File: src/core/aea_cfg.svh
// constants of the apparent energy accumulator: offsets, fields, resets, counts
// assumes a 32-bit word bus with byte addresses and one system clock
`ifndef AEA_CFG_SVH
`define AEA_CFG_SVH
`define AEA_OFS_GAIN 5'h00
`define AEA_OFS_DIV 5'h04
`define AEA_OFS_TOTAL 5'h08
`define AEA_OFS_RDCLR 5'h0C
`define AEA_OFS_LINE 5'h10
`define AEA_OFS_HCYC 5'h14
`define AEA_OFS_IRQEN 5'h18
`define AEA_OFS_IRQST 5'h1C
`define AEA_BIT_HALF 0
`define AEA_BIT_OVF 1
`define AEA_BIT_CYCDONE 2
`define AEA_NUM_EVT 3
`define AEA_RST_GAIN 12'h000
`define AEA_RST_DIV 8'h00
`define AEA_RST_HCYC 16'hFFFF
`define AEA_RST_IRQEN 3'h0
`define AEA_GAIN_FRAC 12
`define AEA_SAMPLE_CLKS 4
`define AEA_ACC_W 49
`define AEA_REG_W 24
`endif

File: src/core/aea_pkg.sv
// types of the apparent energy accumulator
// constants live in aea_cfg.svh
package aea_pkg;
    typedef enum logic [0:0] {
        AEA_BUS_IDLE = 1'b0,
        AEA_BUS_ANSWER = 1'b1
    } aea_bus_st_t;

    typedef struct packed {
        logic read;
        logic write;
        logic [4:0] address;
        logic [31:0] writedata;
    } aea_bus_req_t;

    typedef struct packed {
        logic half_full;
        logic overflow;
        logic cycle_done;
    } aea_events_t;
endpackage

File: src/core/aea_top.sv
// apparent energy accumulator: rms product, gain, 49-bit accumulation,
// divider, total / read-clear / line energy registers, event flags
// assumes rms inputs and the zero-crossing pulse are synchronous to clk_sys
//
// The register addresses and the Avalon-MM interface to the registers are this design's own decisions.
`include "aea_cfg.svh"

// Functional notes
// - apparent power is current rms times voltage rms, phase ignored
// - power scaled by one plus signed 12-bit gain over 4096
// - gain 0x7FF adds about half, 0x800 removes about half
// - no offset correction in the power path
// - scaled power summed continuously into 49-bit accumulator
// - one addition every four master clock cycles
// - accumulator addition is signed
// - accumulator divided by unsigned 8-bit divider; zero means one
// - upper 24 bits of divided accumulator form the total register
// - read-clear register returns energy since last read, cleared on read
// - interrupt pin on half full and overflow when enabled
// - half full judged on full 24-bit unsigned range
// - line energy accumulated over whole half line cycles via zero crossings
// - line accumulation always runs, no enable bit
// - line result uses same path and scale as total register
// - half cycle count from 16-bit register, up to 65535
// - periods aligned to voltage channel zero crossings
// - period end sets cycle done flag bit 2, interrupt if enabled
module aea_top
    import aea_pkg::*;
#(
    parameter int RMS_W = 24
) (
    input wire logic clk_sys,
    input wire logic srst,
    input wire logic [RMS_W-1:0] current_rms,
    input wire logic [RMS_W-1:0] voltage_rms,
    input wire logic voltage_zero_cross,
    input wire logic [4:0] avs_address,
    input wire logic avs_read,
    input wire logic avs_write,
    input wire logic [31:0] avs_writedata,
    output logic [31:0] avs_readdata,
    output logic avs_waitrequest,
    output logic irq_n_out,
    output logic irq_n_oe
);
    localparam int PW = 24;
    localparam int SW = PW + 2;
    localparam int AW = `AEA_ACC_W;
    localparam int RW = `AEA_REG_W;
    localparam int NE = `AEA_NUM_EVT;

    initial begin
        if (RMS_W < PW / 2 || RMS_W > 32) begin
            $error("aea_top: RMS_W out of range");
        end
    end

    // sample strobe
    logic [1:0] phase;
    logic [1:0] next_phase;
    wire sample_tick = (phase == 2'(`AEA_SAMPLE_CLKS - 1));

    assign next_phase = sample_tick ? 2'h0 : phase + 2'h1;

    always_ff @(posedge clk_sys) begin
        if (srst) begin
            phase <= 2'h0;
        end else begin
            phase <= next_phase;
        end
    end

    // power path
    logic [11:0] gain;
    logic [7:0] divider;
    wire [2*RMS_W-1:0] rms_product = current_rms * voltage_rms;
    // keep the top bits of the product; no offset stage here
    wire [PW-1:0] power = rms_product[2*RMS_W-1 -: PW];
    wire signed [PW:0] power_s = $signed({1'b0, power});
    wire signed [11:0] gain_s = $signed(gain);
    wire signed [PW+12:0] gain_prod = power_s * gain_s;
    wire signed [PW+12:0] gain_frac = gain_prod >>> `AEA_GAIN_FRAC;
    // one plus gain over 4096, and
    wire signed [SW-1:0] scaled =
        SW'(power_s) + gain_frac[SW-1:0];
    wire signed [AW-1:0] scaled_ext = AW'(scaled);

    // accumulators
    logic signed [AW-1:0] acc;
    logic signed [AW-1:0] line_acc;
    wire signed [AW-1:0] next_acc = acc + scaled_ext;
    wire signed [AW-1:0] line_sum = line_acc + scaled_ext;

    // divider of zero acts as one
    wire [7:0] div_eff = (divider == 8'h00) ? 8'h01 : divider;

    function automatic logic [RW-1:0] div_top(
        input logic [AW-1:0] value,
        input logic [7:0] dv
    );
        logic [AW-2:0] q;
        q = value[AW-2:0] / {40'h0, dv};
        div_top = q[AW-2 -: RW];
    endfunction

    // total register is the upper 24 bits, wraps freely
    wire [RW-1:0] next_total = div_top(next_acc, div_eff);

    always_ff @(posedge clk_sys) begin
        if (srst) begin
            acc <= '0;
        end else if (sample_tick) begin
            acc <= next_acc;
        end
    end

    logic [RW-1:0] total;
    always_ff @(posedge clk_sys) begin
        if (srst) begin
            total <= '0;
        end else begin
            total <= next_total;
        end
    end

    // events on the unsigned 24-bit register
    wire ev_half = total[RW-1] == 1'b0 && next_total[RW-1] == 1'b1;
    wire ev_ovf = total[RW-1] == 1'b1 && next_total[RW-1] == 1'b0;

    // line accumulation: always on
    logic [15:0] halfcycle_count;
    logic [15:0] hc_seen;
    logic [RW-1:0] line_energy;
    wire [15:0] hc_target = (halfcycle_count == 16'h0) ? 16'h1 : halfcycle_count;
    // periods close on voltage zero crossings, and
    wire period_end = voltage_zero_cross && (hc_seen + 16'h1 >= hc_target);
    wire signed [AW-1:0] line_in = sample_tick ? line_sum : line_acc;

    always_ff @(posedge clk_sys) begin
        if (srst) begin
            line_acc <= '0;
            hc_seen <= 16'h0;
        end else if (period_end) begin
            line_acc <= '0;
            hc_seen <= 16'h0;
        end else begin
            line_acc <= line_in;
            if (voltage_zero_cross) begin
                hc_seen <= hc_seen + 16'h1;
            end
        end
    end

    always_ff @(posedge clk_sys) begin
        if (srst) begin
            line_energy <= '0;
        end else if (period_end) begin
            // same divider and bit slice as the total
            line_energy <= div_top(line_in, div_eff);
        end
    end

    // bus slave: one answer cycle after the request is seen
    aea_bus_req_t req;
    aea_bus_st_t bus_st;
    aea_bus_st_t next_bus_st;
    assign req = '{read: avs_read, write: avs_write, address: avs_address,
                   writedata: avs_writedata};
    wire req_any = req.read || req.write;
    wire latch = req_any && bus_st == AEA_BUS_IDLE;
    wire accept = req_any && bus_st == AEA_BUS_ANSWER;
    wire wr_acc = accept && req.write;
    wire rd_latch = latch && req.read;

    assign next_bus_st = latch ? AEA_BUS_ANSWER : AEA_BUS_IDLE;

    always_ff @(posedge clk_sys) begin
        if (srst) begin
            bus_st <= AEA_BUS_IDLE;
            avs_waitrequest <= 1'b1;
        end else begin
            bus_st <= next_bus_st;
            avs_waitrequest <= ~latch;
        end
    end

    wire sel_gain = req.address == `AEA_OFS_GAIN;
    wire sel_div = req.address == `AEA_OFS_DIV;
    wire sel_total = req.address == `AEA_OFS_TOTAL;
    wire sel_rdclr = req.address == `AEA_OFS_RDCLR;
    wire sel_line = req.address == `AEA_OFS_LINE;
    wire sel_hcyc = req.address == `AEA_OFS_HCYC;
    wire sel_irqen = req.address == `AEA_OFS_IRQEN;
    wire sel_irqst = req.address == `AEA_OFS_IRQST;

    // read-clear energy is the total minus the total at the last read
    logic [RW-1:0] rc_base;
    wire [RW-1:0] rc_value = total - rc_base;

    always_ff @(posedge clk_sys) begin
        if (srst) begin
            rc_base <= '0;
        end else if (rd_latch && sel_rdclr) begin
            rc_base <= total;
        end
    end

    logic [NE-1:0] irq_en;
    logic [NE-1:0] irq_st;

    always_ff @(posedge clk_sys) begin
        if (srst) begin
            gain <= `AEA_RST_GAIN;
            divider <= `AEA_RST_DIV;
            halfcycle_count <= `AEA_RST_HCYC;
            irq_en <= `AEA_RST_IRQEN;
        end else if (wr_acc) begin
            if (sel_gain) begin
                gain <= req.writedata[11:0];
            end
            if (sel_div) begin
                divider <= req.writedata[7:0];
            end
            if (sel_hcyc) begin
                halfcycle_count <= req.writedata[15:0];
            end
            if (sel_irqen) begin
                irq_en <= req.writedata[NE-1:0];
            end
        end
    end

    wire [31:0] rd_mux =
        sel_gain ? {20'h0, gain} :
        sel_div ? {24'h0, divider} :
        sel_total ? {8'h0, total} :
        sel_rdclr ? {8'h0, rc_value} :
        sel_line ? {8'h0, line_energy} :
        sel_hcyc ? {16'h0, halfcycle_count} :
        sel_irqen ? {29'h0, irq_en} :
        sel_irqst ? {29'h0, irq_st} :
        32'h0;

    always_ff @(posedge clk_sys) begin
        if (srst) begin
            avs_readdata <= 32'h0;
        end else if (rd_latch) begin
            avs_readdata <= rd_mux;
        end
    end

    // sticky event flags, write one to clear; a set in the same cycle wins
    aea_events_t ev;
    assign ev = '{half_full: ev_half, overflow: ev_ovf, cycle_done: period_end};
    wire [NE-1:0] ev_vec;
    assign ev_vec[`AEA_BIT_HALF] = ev.half_full;
    assign ev_vec[`AEA_BIT_OVF] = ev.overflow;
    assign ev_vec[`AEA_BIT_CYCDONE] = ev.cycle_done;
    wire st_clr = wr_acc && sel_irqst;

    genvar gi;
    generate
        for (gi = 0; gi < NE; gi++) begin : g_flag
            always_ff @(posedge clk_sys) begin
                if (srst) begin
                    irq_st[gi] <= 1'b0;
                end else if (ev_vec[gi]) begin
                    irq_st[gi] <= 1'b1;
                end else if (st_clr && req.writedata[gi]) begin
                    irq_st[gi] <= 1'b0;
                end
            end
        end
    endgenerate

    // open-drain pin: only ever pulls low
    wire irq_active = |(irq_st & irq_en);

    always_ff @(posedge clk_sys) begin
        if (srst) begin
            irq_n_out <= 1'b0;
            irq_n_oe <= 1'b0;
        end else begin
            irq_n_out <= 1'b0;
            irq_n_oe <= irq_active;
        end
    end
endmodule

File: config.mk
export PLATFORM = sky130hd
export DESIGN_NAME = aea_top
export DESIGN_NICKNAME = d
export VERILOG_FILES = /design/src/core/aea_pkg.sv /design/src/core/aea_top.sv
export VERILOG_INCLUDE_DIRS = /design/src /design/src/core
export SDC_FILE = /design/constraint.sdc
export NUM_CORES = 2
export LEC_CHECK = 0
export BUFFER_PORTS_ARGS = -buffer_cell sky130_fd_sc_hd__buf_2
export CAP_MARGIN = 0
export CORE_UTILIZATION = 60
export CTS_CLUSTER_DIAMETER = 80
export DETAILED_ROUTE_END_ITERATION = 10
export GPL_TIMING_DRIVEN = 0
export PLACE_DENSITY = 0.77
export SLEW_MARGIN = 40
export SYNTH_ARGS = -nofsm -noshare
export SYNTH_HDL_FRONTEND = slang
export SYNTH_SLANG_ARGS = --single-unit
File: constraint.sdc
create_clock -name clk_sys -period 103.4 [get_ports clk_sys]
set_input_delay 5.17 -clock clk_sys [delete_from_list [all_inputs] [get_ports clk_sys]]
set_output_delay 5.17 -clock clk_sys [all_outputs]
set_load 0.01 [all_outputs]
==> impl_metrics.tcl <==
set metrics [dict create \
    via_count 62200 \
    numClockSinks 255 \
    final_cell_mix "inv_1, nand2_1, ha_1" \
    syn-cell-area_sq_um 66800 \
    hp-start "phase[0]" \
    synth-seq-cells 255 \
    root_buffer "clkbuf_16" \
    r2r_cells 363 \
    fillers 9729 \
    cts_setup_buffers 0 \
    gp_congestion 1.00 \
    maxSlewViolCount 0 \
    critPathCaptureType "flop" \
    pre_cts_ws_ns 5.70 \
    required_ns 103.81 \
    cpPeakStageDelay_ns 0.58 \
    drv_cap 0 \
    fin_skew_ns 0.0291 \
    postLayoutCoreUtil 0.639 \
    holdPathEnd "phase[0]" \
    antenna_found_initial 9 \
    cts_buffers 30 \
    whs_path_depth 1 \
    dpl.hpwl_um 168000 \
    critPathArrivalTime_ns 97.49 \
    cp.buffers_inverters 52 \
    area_growth_syn_to_layout_pct 5.75 \
    ant_nets 0 \
    grt_usage 0.359 \
    synth_flop_cell "dfxtp_1" \
    crit_top_cell "o21a_1" \
    clock_latency_ns 0.61 \
    first_pass_iters 6 \
    start_util 0.604 \
    die_area_sq_um 113000 \
    rows 122 \
    startpoint_type "input pin" \
    grt_pass1_wl_um 326000 \
    yosysUniqueCellTypes 161 \
    grtUsageMet3 0.0695 \
    finalCritPeriodShare 0.939 \
    hold_buffers 0 \
    rrSetupSlack_ns 20.35 \
    async_flop_share 0 \
    hold_viol_final 0 \
    grt-ovfl-total 0 \
    cp_slowest_cell "clkbuf_1" \
    placed_area_sq_um 69500 \
    cts_tree "done" \
    final_common_cell "inv_1" \
    grt_pass1_vias 61400 \
    die_h_um 336 \
    r2r-start "gain[5]" \
    drive_gt1_frac 0.0688 \
    die_w_um 336 \
    detail_route.iter0.violations 4897 \
    clk_pin_slew_worst_paths_ns 0.06 \
    nets 10100 \
    tightest_slew_ns 0.918 \
    worst_slack_ns 6.32 \
    met1_usage 0.462 \
    synth_edf_count 0 \
    grt.busiest_layer "met2" \
    ioPinCount 125 \
    synthCells 8412 \
    grt_max_degree 34 \
    grt_use_met2 0.593 \
    drt_wl_total_um 203000 \
    cts.path.max_buffers 3 \
    drc_errors 0 \
    htree_levels 1 \
    path_class "input pin to flop" \
    yosys_warnings 0 \
    fmax_ghz 0.0103 \
    viasPerCell 6.17 \
    relSlewSlack 0.383 \
    core_sq_um 111000 \
    avgRoutedWirePerCell_um 20.1 \
    avgSynthCellArea_sq_um 7.94 \
    r2r_end "total[0]" \
    min_path_type "flop to flop" \
    ys_seq_area_frac 0.0764 \
    cts_resized 0 \
    crit_fanout 17 \
    cp_top_family "compound AO/OA/AOI/OAI gates" \
    fin_crit_ns 97.08 \
    portBuffers 98 \
    status "completed" \
    postLayoutCellArea_sq_um 70600 \
    setup_viol 0 \
]
worst max-delay path by stage:
stage / start / endpoint / cells past startpoint
2_1_floorplan: current_rms[4] / total[0] / 415
3_3_place_gp: voltage_rms[5] / total[0] / 402
3_5_place_dp: current_rms[4] / total[0] / 404
4_1_cts: current_rms[4] / total[0] / 403
5_1_grt: voltage_rms[8] / total[0] / 415
6_report: current_rms[7] / total[0] / 406
cell usage after synthesis (all sizes together) (83+ instances only):
cell type / instances / area, sq um
o31ai: 113 / 878
dfxtp: 255 / 5100
xor2: 120 / 1050
o21ai: 294 / 1490
o21a: 267 / 2010
ha: 756 / 9460
nand3: 110 / 586
mux2i: 140 / 1410
and2: 460 / 2890
xnor2: 186 / 1640
a21oi: 400 / 2040
inv: 974 / 3660
clkbuf: 288 / 1170
nand2: 923 / 3470
nor3: 322 / 1640
fa: 704 / 14100
a211oi: 83 / 688
nor2: 695 / 2630
a21o: 175 / 1330
layer usage:
| layer | up-vias | wire length [um] | share of wire |
|---|---|---|---|
| met4 | 12 | 8830 | 0.044 |
| met1 | 30100 | 84100 | 0.41 |
| met3 | 501 | 17300 | 0.085 |
| met2 | 2441 | 92600 | 0.46 |
| met5 | - | 120 | 0.00059 |
| li1 | 29200 | - | - |
sequential cells by signal (all words and copies together), names as in the netlist:
register,cells
bus_st,1
halfcycle_count,16
divider,8
avs_waitrequest,1
hc_seen,16
line_energy,24
acc,48
avs_readdata,24
rc_base,24
gain,12
irq_st,3
total,24
irq_en,3
phase,2
line_acc,48
irq_n_oe,1
worst reg2reg max path, delay by kind of cell (launching register included):
family                   cells  cell delay (ns)
flip-flops                   1             0.30
multiplexers                 2             0.69
adder cells (fa/ha/maj)     32            10.95
AO/OA/AOI/OAI              192            39.76
buffers and inverters       46            11.93
AND/OR/NAND/NOR             89            18.57
XOR/XNOR                     2             0.69
through the flow:
stage,TNS (ns),hold slack [ns],std cells
after CTS,0,0.438,10100
after floorplan,0,0.404,8420
after global placement,0,0.414,10000
final,0,0.438,10100
after global routing,-0.0318,0.464,10100
after detailed placement,0,0.429,10000
cell type report:
cell class | count | area [sq um] | share of cell area
Inverter | 974 | 3670 | 0.0520
Clock buffer | 36 | 793 | 0.0112
Clock inverter | 19 | 264 | 0.00374
Buffer | 346 | 1570 | 0.0222
Sequential cell | 255 | 5100 | 0.0723
Tap cell | 1488 | 1860 | 0.0264
Antenna cell | 6 | 15.0 | 0.000213
Timing Repair Buffer | 113 | 762 | 0.0108
Multi-Input combinational cell | 6843 | 56600 | 0.801
logic make-up after synthesis:
kind of cell	after synthesis	synth area share
flops	255	0.0764
simple gates	2983	0.219
mux	220	0.0350
compound gates	1865	0.198
buf+inv	1322	0.0780
xor+xnor	306	0.0403
fa+ha+maj	1460	0.353
other cells	1	0.0000561
Power is left out: the tool's default activity adds up to more than one toggle a clock period on the data nets, which glitch-free logic cannot reach.
